## src/rtl/csr_pkg.sv

```systemverilog
// Package for the SYSREF, range and power register slice
package csr_pkg;
  // ==========================================================
  // Byte offsets and reset values
  localparam logic [7:0] CSR_OFS_SREF_POS = 8'h2c;
  localparam logic [7:0] CSR_OFS_FULLSCALE_ADJUST = 8'h30;
  localparam logic [7:0] CSR_OFS_PWR_A = 8'h37;
  localparam logic [7:0] CSR_OFS_TS_CTRL = 8'h3b;
  localparam logic [7:0] CSR_OFS_REFO_CTRL = 8'h3c;
  localparam logic [7:0] CSR_OFS_INTERLOCK = 8'h40;
  localparam logic [15:0] CSR_RST_FULLSCALE_ADJUST = 16'ha000;
  localparam logic [7:0] CSR_RST_PWR_A = 8'h4b;
  localparam logic [7:0] CSR_RST_TS_CTRL = 8'h00;
  localparam logic [7:0] CSR_RST_REFO_CTRL = 8'h01;
  localparam logic [7:0] CSR_PWR_HIGH_PERF = 8'h4b;
  localparam logic [7:0] CSR_PWR_LOW_POWER = 8'h46;
  localparam int CSR_TS_RECV_BIT = 0;
  localparam int CSR_TS_PECL_BIT = 1;
  localparam int CSR_REFO_EN_BIT = 0;
  localparam int CSR_ILK_CAL_BIT = 0;
  localparam int CSR_ILK_LINK_BIT = 1;
  localparam int CSR_ILK_BLOCK_BIT = 2;

  // ==========================================================
  // Pin-facing control bundle
  typedef struct packed {
    logic ts_receiver_enable;
    logic ts_pecl_input_mode;
    logic refclk_output_on;
    logic low_power_mode;
  } csr_ctrl_t;
endpackage : csr_pkg

```

## src/rtl/csr_regs.sv

```systemverilog
// Byte-wide register slice: SYSREF position, full-scale, power, timestamp
`timescale 1ns/10ps
//
// Contract
// - Read-only 24-bit SYSREF edge position at byte 0x2C upward.
// - Full-scale range, 16 bits at 0x30, reset 0xA000, all channels.
// - Power byte 0x37 reset 0x4B; 0x4B high perf, 0x46 low power.
// - Timestamp control 0x3B, bit 0 enables timestamp receiver.
// - Timestamp control bit 1 selects PECL mode, no self-bias.
// - Reference output control at 0x3C resets to 0x01.
// - Bit 0 enables reference output whenever the PLL runs.
module csr_regs import csr_pkg::*; (
  // Clock and reset
  input wire logic clk,
  input wire logic rst,
  // Avalon-MM slave, byte data
  input wire logic [7:0] avs_address,
  input wire logic avs_read,
  input wire logic avs_write,
  input wire logic [7:0] avs_writedata,
  output logic [7:0] avs_readdata,
  output logic avs_waitrequest,
  output logic [1:0] avs_response,
  // Device state in
  input wire logic [23:0] sysref_edge_position,
  input wire logic pll_enable,
  input wire logic cal_enable,
  input wire logic serial_link_enable,
  // Controls out
  output logic [15:0] fullscale_adjust,
  output logic [7:0] power_mode_code_a,
  output csr_ctrl_t ctrl
);
  // ==========================================================
  // Input synchronisers
  logic [23:0] pos_s1_r, pos_s2_r;
  logic [2:0] lvl_s1_r, lvl_s2_r;
  always_ff @(posedge clk) begin
    if (rst) begin
      pos_s1_r <= '0;
      pos_s2_r <= '0;
      lvl_s1_r <= '0;
      lvl_s2_r <= '0;
    end else begin
      pos_s1_r <= sysref_edge_position;
      pos_s2_r <= pos_s1_r;
      lvl_s1_r <= {serial_link_enable, cal_enable, pll_enable};
      lvl_s2_r <= lvl_s1_r;
    end
  end
  logic pll_on, cal_on, link_on;
  assign pll_on = lvl_s2_r[0];
  assign cal_on = lvl_s2_r[1];
  assign link_on = lvl_s2_r[2];

  // ==========================================================
  // Register state
  logic [15:0] fs_r, fs_nxt;
  logic [7:0] pwr_r, pwr_nxt;
  logic [7:0] ts_r, ts_nxt;
  logic [7:0] refo_r, refo_nxt;
  logic blocked_r, blocked_nxt;
  logic [7:0] rdata_r, rdata_nxt;
  logic [1:0] resp_r, resp_nxt;
  logic ack_r, ack_nxt;
  csr_ctrl_t ctrl_r, ctrl_nxt;
  logic req;
  logic [7:0] rd_mux;
  logic hit;

  // One wait cycle, then acknowledge
  assign req = (avs_read | avs_write) & ~ack_r;

  always_comb begin
    fs_nxt = fs_r;
    pwr_nxt = pwr_r;
    ts_nxt = ts_r;
    refo_nxt = refo_r;
    blocked_nxt = blocked_r;
    rd_mux = 8'h00;
    hit = 1'b1;
    // Byte lanes, low byte at the base offset
    if (avs_address == CSR_OFS_SREF_POS) begin
      rd_mux = pos_s2_r[7:0];
    end else if (avs_address == CSR_OFS_SREF_POS + 8'h01) begin
      rd_mux = pos_s2_r[15:8];
    end else if (avs_address == CSR_OFS_SREF_POS + 8'h02) begin
      rd_mux = pos_s2_r[23:16];
    end else if (avs_address == CSR_OFS_FULLSCALE_ADJUST) begin
      rd_mux = fs_r[7:0];
    end else if (avs_address == CSR_OFS_FULLSCALE_ADJUST + 8'h01) begin
      rd_mux = fs_r[15:8];
    end else if (avs_address == CSR_OFS_PWR_A) begin
      rd_mux = pwr_r;
    end else if (avs_address == CSR_OFS_TS_CTRL) begin
      rd_mux = ts_r;
    end else if (avs_address == CSR_OFS_REFO_CTRL) begin
      rd_mux = refo_r;
    end else if (avs_address == CSR_OFS_INTERLOCK) begin
      rd_mux = {5'h00, blocked_r, link_on, cal_on};
    end else begin
      hit = 1'b0;
    end
    if (req && avs_write) begin
      // Position status has no write path
      if (avs_address == CSR_OFS_FULLSCALE_ADJUST) begin
        fs_nxt[7:0] = avs_writedata;
      end else if (avs_address == CSR_OFS_FULLSCALE_ADJUST + 8'h01) begin
        fs_nxt[15:8] = avs_writedata;
      end else if (avs_address == CSR_OFS_PWR_A) begin
        // Change under a running cal or link is dropped and sets the block flag
        if (cal_on || link_on) begin
          blocked_nxt = 1'b1;
        end else begin
          pwr_nxt = avs_writedata;
        end
      end else if (avs_address == CSR_OFS_TS_CTRL) begin
        ts_nxt = avs_writedata;
      end else if (avs_address == CSR_OFS_REFO_CTRL) begin
        refo_nxt = avs_writedata;
      end else if (avs_address == CSR_OFS_INTERLOCK) begin
        blocked_nxt = blocked_r & ~avs_writedata[CSR_ILK_BLOCK_BIT];
      end
    end
  end

  always_comb begin
    ack_nxt = req;
    rdata_nxt = rdata_r;
    resp_nxt = resp_r;
    if (req) begin
      rdata_nxt = avs_read ? rd_mux : 8'h00;
      resp_nxt = hit ? 2'b00 : 2'b11;
    end
    ctrl_nxt.ts_receiver_enable = ts_r[CSR_TS_RECV_BIT];
    ctrl_nxt.ts_pecl_input_mode = ts_r[CSR_TS_PECL_BIT];
    ctrl_nxt.refclk_output_on = refo_r[CSR_REFO_EN_BIT] & pll_on;
    // Reserved codes fall back to high performance
    ctrl_nxt.low_power_mode = (pwr_r == CSR_PWR_LOW_POWER);
  end

  always_ff @(posedge clk) begin
    if (rst) begin
      fs_r <= CSR_RST_FULLSCALE_ADJUST;
      pwr_r <= CSR_RST_PWR_A;
      ts_r <= CSR_RST_TS_CTRL;
      refo_r <= CSR_RST_REFO_CTRL;
      blocked_r <= 1'b0;
      rdata_r <= 8'h00;
      resp_r <= 2'b00;
      ack_r <= 1'b0;
      ctrl_r <= '0;
    end else begin
      fs_r <= fs_nxt;
      pwr_r <= pwr_nxt;
      ts_r <= ts_nxt;
      refo_r <= refo_nxt;
      blocked_r <= blocked_nxt;
      rdata_r <= rdata_nxt;
      resp_r <= resp_nxt;
      ack_r <= ack_nxt;
      ctrl_r <= ctrl_nxt;
    end
  end

  assign avs_readdata = rdata_r;
  assign avs_response = resp_r;
  assign avs_waitrequest = ~ack_r;
  assign fullscale_adjust = fs_r;
  assign power_mode_code_a = pwr_r;
  assign ctrl = ctrl_r;
endmodule : csr_regs

```

## config.mk

```make
export PLATFORM = sky130hd
export DESIGN_NAME = csr_regs
export DESIGN_NICKNAME = d
export VERILOG_FILES = /design/src/rtl/csr_pkg.sv /design/src/rtl/csr_regs.sv
export SDC_FILE = /design/constraint.sdc
export NUM_CORES = 1
export LEC_CHECK = 0
export ABC_AREA = 1
export BUFFER_PORTS_ARGS = -buffer_cell sky130_fd_sc_hd__buf_2
export CORE_UTILIZATION = 50
export DETAILED_ROUTE_END_ITERATION = 10
export PLACE_DENSITY_LB_ADDON = 0.12
export SLEW_MARGIN = 20
export SYNTH_ARGS = -nofsm -noshare
export SYNTH_HDL_FRONTEND = slang
export SYNTH_SLANG_ARGS = --single-unit
```

## constraint.sdc

```tcl
create_clock -name clk -period 2.9 [get_ports clk]
set_input_delay 0.145 -clock clk [delete_from_list [all_inputs] [get_ports clk]]
set_output_delay 0.145 -clock clk [all_outputs]
set_load 0.005 [all_outputs]
```

* Word level (Yosys, flattened, before mapping) *
Index checks and enable logic that the tools add are counted.

operators by class
  add/subtract/negate cells = 0
  multiply operators = 0
  div/mod/pow operators = 0
  magnitude comparators = 0
  equal/unequal tests = 13
  shift-type cells = 0
  mux-type cells = 25
  bitwise operators = 11
  reductions and logical operators = 9

operators with widths
  operator                                        number
  two-way mux 8 bit                               9
  == test 8 x 6 -> 1 bit (second input constant)  8
  == test 8 x 7 -> 1 bit (second input constant)  2
  two-way mux 1 bit                               14
  AND reduction 5 bit                             2
  NOT 1 bit                                       7
  AND reduction 7 bit                             1
  AND reduction 6 bit                             1
  != test 2 bit (second input constant)           2
  bitwise AND 1 bit                               3
  two-way mux 3 bit                               1
  AND reduction 3 bit                             1
  two-way mux 2 bit                               1
  != test 2 x 1 -> 1 bit (second input constant)  1
  AND reduction 2 bit                             1
  nonzero test 2 bit                              1
  logical AND 1 bit                               1
  logical OR 1 bit                                1
  OR 1 bit                                        1

word-level totals
  bits in registers = 110
  bits in latches = 0
  bits in writable memories = 0
  bits in read-only memories = 0
  output and inout port bits = 39
  memories = 0

* Longest topological paths before layout *
Gate-level depths: netlist of run 1.

  depth in word-level cells = 11
  depth in mapped cells = 13
  gate-level depth less buffers = 12

* Least setup slack after synthesis of run 1 *
Ideal clock, no wire load.

  path kind = register to register
  start = reg ack_r
  end = reg pwr_r[2], in the netlist power_mode_code_a[2]
  setup time = 0.120 ns
  data arrival time = 1.180 ns
  path slack = 1.600 ns
  cell stages (with the launch flop) = 7
  path buffers = 0
  clock period less this slack = 1.300 ns
  cell sequence = dfxtp_1 a21oi_2 nand2_2 nor2_4 nand4_2 o21ai_0 a21oi_1

on the way
  longest elaborated chain between the ends = 4

ends and longest elaborated chain
  what                           line             source
  start, declared                csr_regs.sv:65   logic ack_r, ack_nxt;
  start signal, assigned         csr_regs.sv:161  ack_r <= ack_nxt;
  NOT 1 bit                      csr_regs.sv:72   assign req = (avs_read | avs_write) & ~ack_r;
  bitwise AND 1 bit              csr_regs.sv:72
  logical AND 1 bit              csr_regs.sv:104  if (req && avs_write) begin
  AND reduction 5 bit (no line)  --
  end signal, assigned           csr_regs.sv:155  pwr_r <= pwr_nxt;
  end, declared                  csr_regs.sv:59   logic [7:0] pwr_r, pwr_nxt;

No other way between the ends.
A chain may end at the register's enable or synchronous reset.

* Final worst setup path of run 1 *
  start = reg ack_r
  end = reg ts_r[7]

on the way
  longest elaborated chain between the ends = 4

ends and longest elaborated chain
  what                           line             source
  NOT 1 bit                      csr_regs.sv:72
  bitwise AND 1 bit              csr_regs.sv:72
  logical AND 1 bit              csr_regs.sv:104
  AND reduction 5 bit (no line)  --
  end signal, assigned           csr_regs.sv:156  ts_r <= ts_nxt;
  end, declared                  csr_regs.sv:60   logic [7:0] ts_r, ts_nxt;

No other way between the ends.

==> results of run 1 <==
-- cell usage in the layout (no fill, tap or decap), drive strengths merged --
| cell | Yosys | final |
|---|---|---|
| nand2 | 101 | 101 |
| o22ai | 3 | 3 |
| nor3 | 3 | 3 |
| a211oi | 8 | 8 |
| o2111ai | 1 | 1 |
| nor4 | 2 | 2 |
| a21oi | 41 | 41 |
| buf | 7 | 86 |
| nand3 | 34 | 34 |
| dlygate4sd3 | 0 | 28 |
| dfxtp | 109 | 109 |
| inv | 126 | 129 |
| nand4 | 6 | 6 |
| o21ai | 46 | 46 |
| clkbuf | 11 | 9 |
| nand3b | 6 | 6 |
| o211ai | 3 | 3 |
| nor2 | 89 | 89 |
| clkinv | 1 | 5 |
-- worst max-delay path by stage --
| stage | endpoint | slack [ns] | cells after the start |
|---|---|---|---|
| finish | ts_r[7] | 1.16 | 5 |
| global route | ts_r[5] | 1.0 | 5 |
| CTS | ts_r[7] | 1.18 | 5 |
| detailed placement | avs_readdata[5] | 0.99 | 11 |
| global placement | avs_readdata[5] | 1.03 | 11 |
| floorplan | power_mode_code_a[2] | 1.60 | 6 |
-- metrics by stage --
stage	std cells	power (W)	cell area (sq um)	hold WS [ns]	utilization, %
6_report	814	0.00269	5390	0.0144	64.4
5_1_grt	814	0.00280	5390	0.0209	64.4
4_1_cts	814	0.00271	5390	0.00476	64.4
3_5_place_dp	770	0.00176	4900	0.351	58.5
3_3_place_gp	770	0.00176	4900	0.344	58.5
2_1_floorplan	597	0.00169	4430	0.252	-
-- report_power, final --
part           leakage [nW]  internal, W  total, W  switching, W
logic                  1.69    0.0000840  0.000207      0.000123
registers             0.891      0.00154   0.00155     0.0000121
clock network         0.105     0.000351  0.000940      0.000589
-- worst max-delay path: cells and delay by family (launching register included) --
| kind | cells | cell delay, ns |
|---|---|---|
| compound gates | 3 | 0.54 |
| flops | 1 | 0.34 |
| simple gates | 2 | 0.80 |
-- metal layers --
layer	up-vias	track usage, %
li1	2059	-
met1	1780	34.5
met2	114	39.6
met3	22	5.69
met4	0	9.20
met5	-	0
-- cell type report --
type | count | area, sq um | area share [%]
Tap cell | 105 | 131 | 2.44
Clock inverter | 7 | 86.3 | 1.60
Inverter | 127 | 477 | 8.84
Multi-Input combinational cell | 343 | 1680 | 31.2
Clock buffer | 9 | 124 | 2.30
Sequential cell | 109 | 2180 | 40.5
Timing Repair Buffer | 114 | 713 | 13.2
-- logic make-up after synthesis --
kind of cell / count (synthesis)
compound gates: 102
buf+inv: 145
flops: 109
simple gates: 241
-- flip-flops by register name (all words and copies together), names as in the netlist, 3 cells and up --
| signal | cells |
|---|---|
| power_mode_code_a | 8 |
| ctrl | 4 |
| pos_s1_r | 24 |
| lvl_s1_r | 3 |
| ts_r | 8 |
| lvl_s2_r | 3 |
| pos_s2_r | 24 |
| refo_r | 8 |
| fullscale_adjust | 16 |
| avs_readdata | 8 |
-- timing repair --
item	in CTS	in global routing
endpoints found under the setup margin	0	0
hold buffers	28	0
endpoints found under the hold margin	28	0
setup buffers	0	0
==> impl_results.md, run 1 <==
* Remaining antenna violation count after routing at 0
* Max clock buf depth at 2
* Tightest Pin Transition at 0.832 ns
* Crit path launch: ack_r
* Hold endpoint: power_mode_code_a[3]
* Initial antenna violation count at 0
* Largest cells by area after synthesis: dfxtp_1 (49%), inv_1 (10%), nand2_1 (7.9%)
* Drt initial violations at 214
* Clk_lat worst skew at 0.38 ns
* Port Buffer Count at 85
* CP max-delay cell: nor2_2
* Mux share of post-synthesis cell area at 0%
* Total I/O pin count at 86
* Peak supply drop at 0.286 mV
* Nets@finish at 751
* Yosys warnings at 0
* Metal3 WL at 661 um
* Largest family of logic cells by synthesized area: simple AND/OR/NAND/NOR gates
* RSZ-0062 raised after global routing: false
* FILL cells at 774
* Synth Instances at 597
* Residual DRC at 0
* CTS root buffer: clkbuf_8
* Fmax at 576 MHz
* Adder-Cell Fraction of Synth Area at 0%
* Post-Synthesis Cell Area at 4430 sq um
* Yosys cell types at 32
* Clock-pin slew on the worst setup and hold paths at 0.12 ns
* Area leader, netlist: dfxtp_1
* Crit. End Element: register
* Cells on worst reg2reg path at 5
* H-tree levels at 3
* P_leak at 2.68 nW
* Syn-to-layout area delta at 21.9%
* Met1 WL at 5170 um
* Number of global-route vias before repair at 3490
* Vias/cell at 4.88
* Register area share after synthesis at 49.3%
* Tmin final at 1.74 ns
* Maxcap violations at 0
* Post-Syn Nets at 644
* Final setup fails at 0
* PD cells at 500 nW/um^2
* Top post-synthesis cells by count: inv_1 (123), dfxtp_1 (109), nand2_1 (93)
* Hold Crit Class: in2reg
* Clock Sinks at 109
* Worst setup margin at 1.16 ns
* Total core area at 8380 sq um
* N_diodes at 0
* Die width at 96.1 um
* Drt total wl at 11000 um
* # resized after CTS at 0
* FF-to-FF Start: ack_r
* #FFs+latches synth at 109
* Synth Area in XOR/XNOR at 0%
* Synth Area in Simple Gates at 25.2%
* Final Hold Viols at 0
* Final Max Tran Viols at 0
* Initial Util at 52.8%
* Async set-or-reset flop fraction in the synthesized netlist at 0%
* First-pass GRT wire length at 17300 um
* All-layer global routing usage at 25.4%
* Slew HR at 44.6%
* Synth Area in Compound Gates at 12.7%
* Status: finished clean
* EDFF count, synth at 0
* Top routing layer in use: met4
* Grt ovf at 0
* Worst hold path cell count at 3
* Most common cell in the synthesized netlist: inv_1
* RePlAce Congestion at 0.961
* FF-to-FF setup slack at 1.16 ns
* Top cell type's share of synthesized area at 49.3%
* Final period util at 59.9%
* Die height at 96.1 um
* Average wire per standard cell at 13.6 um
* Largest net degree at the start of global routing at 83
* WS Path Type: reg2reg
* Worst path max stage delay at 0.58 ns
* Worst EP required at 3.22 ns
* Worst clock skew at 0.0123 ns
* Place WS at 0.992 ns
* Layout cells sized above 1 at 18.3%
* Avg Inst Size Synth at 7.41 sq um
* Top FF cell, synth: dfxtp_1
* Hold path startpoint: avs_writedata[3]
* Hpwl dp at 7890 um
* Via Count at 3975
* Crit-path cells: a21oi_2 -> nand2_2 -> nor2_2 -> o21ai_0 -> a21oi_1
* Crit-path max FO at 16
* Die area at 9230 sq um
* Setup TNS at 0 ns
* Num rows at 33
* DR pass1 iterations at 5
* CTS Buf Count at 9
* Crit path arrival time at 2.05 ns
* Routed met2 length at 5000 um
* FF-to-FF End: ts_r[7]
* Startpoint Class: register
* CTS tree: done
No activity file was read; power rests on OpenSTA's default activity.
==> run 2, diff against run 1 <==
Settings changed: ABC_AREA 1 to 0.
Clock period 2.9 ns to 1.6 ns, I/O delays scaled along.
==> run 2 against run 1 <==
  * Critical path depth is 1 lower
  * Core utilization is 0.37 points higher
  * Die area rose by 1.1%
  * Via count decreased by 6.6%
  * Synthesized area rose by 1.1%
  * Fmax rose by 19%
  * Wire length decreased by 5.6%
==> impl_results.md, run 2 <==
* Nets@finish at 621
* Largest cells by area after synthesis: dfxtp_1 (49%), nor2b_1 (8.7%), mux2i_1 (7.6%)
* N_diodes at 0
* Crit-path cells: or3b_4 -> a31oi_1 -> nor2_1 -> o31ai_1
* Layout cells sized above 1 at 26.1%
* Mux share of post-synthesis cell area at 9.37%
* H-tree levels at 3
* Top post-synthesis cells by count: dfxtp_1 (109), nor2b_1 (62), nor2_1 (50)
* Avg Inst Size Synth at 9.86 sq um
* Worst clock skew at 0.0131 ns
* CTS tree: done
* Drt initial violations at 205
* Remaining antenna violation count after routing at 0
* Fmax at 688 MHz
* Hpwl dp at 7460 um
* Crit. End Element: register
* Crit path arrival time at 1.74 ns
* Total core area at 8680 sq um
* Synth Area in XOR/XNOR at 0.196%
* #FFs+latches synth at 109
* Global route hottest layer: met2
* Syn-to-layout area delta at 25.5%
* Synth Area in Compound Gates at 12.7%
* Post-CTS Setup Repair Bufs at 0
* Adder-Cell Fraction of Synth Area at 0%
* Via Count at 3713
* Hold Crit Class: in2reg
* Die height at 96.6 um
* RePlAce Congestion at 0.865
* RSZ-0062 raised after global routing: false
* Num rows at 34
* Status: finished clean
* Synth Instances at 454
* PD cells at 899 nW/um^2
* Largest family of logic cells by synthesized area: simple AND/OR/NAND/NOR gates
* Final period util at 90.9%
* Commonest non-fill, non-tap cell in the layout: dfxtp_1
* Drt total wl at 10400 um
* Register area share after synthesis at 48.8%
* Synth Area in Simple Gates at 24.0%
* Initial Util at 51.6%
* Area leader, netlist: dfxtp_1
* Residual DRC at 0
* Peak supply drop at 0.627 mV
* Maxcap violations at 0
* P_leak at 2.45 nW
* Die width at 96.6 um
* Yosys warnings at 0
* Post-Synthesis Cell Area at 4480 sq um
* Clock-pin slew on the worst setup and hold paths at 0.11 ns
* Final Max Tran Viols at 0
* Average wire per standard cell at 15.2 um
* Vias/cell at 5.40
* All-layer global routing usage at 22.6%
* Clock Sinks at 109
* CP max-delay cell: or3b_4
* Most frequent cells in the layout: dfxtp_1 (109), buf_2 (84), nor2b_1 (62), nor2_1 (50), mux2i_1 (34)
* Met3 Usage GRT at 4.77%
* Post-Syn Nets at 501
* Final Hold Viols at 0
* WS Path Type: reg2reg
* CTS Buf Count at 9
* Slew HR at 65.4%
* Total chip power at 0.00505 W
* Tightest Pin Transition at 0.513 ns
* Top cell type's share of synthesized area at 48.8%
* Grt ovf at 0
* Worst EP required at 1.88 ns
* Port Buffer Count at 85
* Async set-or-reset flop fraction in the synthesized netlist at 0%
* First-pass GRT wire length at 17000 um
* Largest net degree at the start of global routing at 43
* Max clock buf depth at 2
* Final Util at 64.7%
* Tmin final at 1.45 ns
* Top FF cell, synth: dfxtp_1
* Die area at 9330 sq um
* Initial antenna violation count at 0
* Bufs and invs on worst path at 0
* M2 GR Usage at 37.3%
* EDFF count, synth at 0
* Total I/O pin count at 86
* Most common cell in the synthesized netlist: dfxtp_1
* Clk_lat worst skew at 0.38 ns
* Yosys cell types at 64
* Startpoint Class: register
* Family with the most delay on the worst path: simple AND/OR/NAND/NOR gates
* CTS root buffer: clkbuf_8
* Setup TNS at 0 ns
* Grt met1 use at 30.3%
* DR pass1 iterations at 6
* Number of global-route vias before repair at 3445
* Crit-path max FO at 6
* Worst path max stage delay at 0.46 ns
* Final setup fails at 0
[run 2: layout make-up]
type | count | area [sq um]
Clock inverter | 5 | 66.3
Inverter | 13 | 48.8
Sequential cell | 109 | 2180
Multi-Input combinational cell | 298 | 2070
Fill cell | 708 | 3060
Timing Repair Buffer | 143 | 958
Clock buffer | 11 | 151
Tap cell | 108 | 135
[run 2: per-stage QoR]
stage	worst slack, ns	std cells	area (sq um)	hold WS [ns]
2_1_floorplan	0.164	454	4480	0.208
3_3_place_gp	0.0661	643	5110	0.288
3_5_place_dp	0.0535	643	5110	0.293
4_1_cts	0.0338	687	5610	0.0133
5_1_grt	0.0725	687	5620	0.0324
6_report	0.146	687	5620	0.0119
[run 2: final timing paths]
check	slack, ns	from	to	depth (start not counted)
max	0.15	ack_r	avs_readdata[0]	4
min	0.01	avs_writedata[7]	ts_r[7]	3
max reg2reg	0.15	ack_r	avs_readdata[0]	4
min reg2reg	0.44	lvl_s2_r[0]	ctrl[1]	2
[run 2: kinds of logic after synthesis]
kind of cell    Yosys count
simple gates            182
flops                   109
compound gates           74
buf+inv                  47
mux                      41
xor+xnor                  1
[run 2: worst reg2reg max path, stage by stage, from the launching register on]
cell     delay (ns)
dfxtp_1        0.38
or3b_4         0.46
a31oi_1        0.22
nor2_1         0.07
o31ai_1        0.24
[run 2: power by group]
| part | internal, W | total [W] | switching (W) | leakage [nW] |
|---|---|---|---|---|
| Sequential | 0.00278 | 0.00281 | 0.0000250 | 0.891 |
| Combinational | 0.000224 | 0.000451 | 0.000227 | 1.45 |
| Clock | 0.000830 | 0.00179 | 0.000965 | 0.108 |
[run 2: timing repair]
item	CTS	global route
setup endpoints to repair	0	6
hold buffers	28	0
resized for setup	0	2
endpoints found under the hold margin	28	0
[run 2: routing by layer]
layer  share of wire [%]  up-vias
met4                 1.3        0
met3                 5.6       15
met1                  45     1752
li1                    -     1837
met2                  48      109
met5                   0        -
==> run 3, diff against run 2 <==
Settings changed: CORE_ASPECT_RATIO from default to 1.1.
==> run 3 against run 2 <==
  * Sequential cell count stayed put
  * Count of clock-buffer cells in the layout is 1 lower
  * Sequential power hardly changed
  * Fmax is 0.28% lower
  * Worst setup slack worse by 0.0041 ns
  * Via count is 1.7% lower
  * Critical endpoint is now avs_readdata[2]
  * Largest cell class unchanged
==> impl_results.md, run 3 (same netlist as run 2, synthesis figures left out) <==
* Status: finished clean
* Crit-path max FO at 6
* Total I/O pin count at 86
* Cell Count, Final, Fillers Out at 694
* Remaining antenna violation count after routing at 0
* Crit path arrival time at 1.73 ns
* Clock-pin slew on the worst setup and hold paths at 0.10 ns
* FILL cells at 722
* Final period util at 91.1%
* Startpoint Class: register
* Maxcap violations at 0
* DR pass1 iterations at 7
* Number of global-route vias before repair at 3404
* Final Hold Viols at 0
* Crit path launch: ack_r
* Slew HR at 54.1%
* All-layer global routing usage at 22.5%
* Clock Sinks at 109
* Final setup fails at 0
* WS Path Type: reg2reg
* Commonest non-fill, non-tap cell in the layout: dfxtp_1
* Initial antenna violation count at 0
* Dpl cell area at 5130 sq um
* First-pass GRT wire length at 16300 um
* Average wire per standard cell at 14.8 um
* Port Buffer Count at 85
* Hold Crit Class: in2reg
* Total core area at 8540 sq um
* Largest net degree at the start of global routing at 71
* CTS tree: done
* CTS Buf Count at 9
* Clk_lat worst skew at 0.37 ns
* Tightest Pin Transition at 0.689 ns
* Num rows at 35
* P_leak at 2.46 nW
* Via Count at 3651
* Grt ovf at 0
* Final Max Tran Viols at 0
* Dpl cells at 648
* RePlAce Congestion at 0.857
* Die width at 92.2 um
* RSZ-0062 raised after global routing: false
* Vias/cell at 5.26
* Fin area at 5630 sq um
* Die area at 9330 sq um
* H-tree levels at 3
* Initial Util at 52.4%
* Crit. End Element: register
* Drt initial violations at 197
* PD cells at 854 nW/um^2
* FF-to-FF Start: ack_r
* Max clock buf depth at 2
* Worst EP required at 1.87 ns
* Layout cells sized above 1 at 26.4%
* Die height at 101 um
* Post-CTS Setup Repair Bufs at 0
* Most frequent cells in the layout: dfxtp_1 (109), buf_2 (84), nor2b_1 (62), nor2_1 (50), mux2i_1 (34)
* Syn-to-layout area delta at 25.7%
* Drt total wl at 10300 um
* Hpwl dp at 7510 um
* Peak supply drop at 0.572 mV
* Worst clock skew at 0.0152 ns
* Nets@finish at 625
* Residual DRC at 0
* N_diodes at 0
* CTS root buffer: clkbuf_8
* Fmax at 686 MHz
* Tmin final at 1.46 ns
* Hold path startpoint: avs_writedata[1]
-- run 3: changes by cell type in the layout (fill, tap and decap cells not counted), sizes merged --
cell,change
clkbuf,-1
clkinv,+1
dlygate4sd3,+2
bufinv,-1
inv,+1
buf,+2
-- run 3: critical path, stage by stage (launching register included) --
cell and delay [ns]:
dfxtp_1 0.37, or3b_4 0.46, a31oi_1 0.22, nor2_1 0.07
o31ai_1 0.25
-- run 3: worst paths after layout --
check                   endpoint  slack (ns)  cells past startpoint
max              avs_readdata[2]        0.14                      4
min          fullscale_adjust[1]        0.02                      3
max reg2reg      avs_readdata[2]        0.14                      4
min reg2reg              ctrl[1]        0.43                      2
-- run 3: what timing repair did --
action / in CTS / in global routing
endpoints found under the setup margin: 0 / 4
hold endpoints to repair: 34 / 0
resized for setup: 0 / 3
hold buffers: 30 / 0
-- run 3: layout make-up --
class                           count  area (sq um)  area share, %
Clock inverter                      6          43.8          0.778
Sequential cell                   109          2180           38.8
Clock buffer                       10           138           2.45
Tap cell                          111           139           2.47
Timing Repair Buffer              147           993           17.7
Inverter                           13          48.8          0.867
Multi-Input combinational cell    298          2080           37.0
-- run 3: where the power goes --
part | total, W | internal (W) | leakage [nW] | switching, W
Combinational | 0.000460 | 0.000233 | 1.47 | 0.000227
Sequential | 0.00280 | 0.00278 | 0.891 | 0.0000225
Clock | 0.00154 | 0.000621 | 0.0935 | 0.000918
Total | 0.00480 | 0.00363 | 2.46 | 0.00117
-- run 3: stage by stage --
step / hold WS (ns) / power [W] / setup WS (ns) / util (%) / setup TNS [ns]
2_1_floorplan: 0.208 / 0.00311 / 0.164 / - / 0
3_3_place_gp: 0.288 / 0.00326 / 0.0581 / 60.1 / 0
3_5_place_dp: 0.293 / 0.00326 / -0.00245 / 60.1 / -0.00245
4_1_cts: 0.00328 / 0.00483 / 0.0257 / 65.7 / 0
5_1_grt: 0.0309 / 0.00500 / 0.0195 / 65.9 / 0
6_report: 0.0153 / 0.00480 / 0.142 / 65.9 / 0
-- run 3: routing by layer --
layer	GRT usage, %	wire, um	vias up
li1	-	-	1835
met1	27.7	4580	1700
met2	38.8	5060	100
met3	2.93	421	16
met4	11.9	227	0
met5	0	0	-
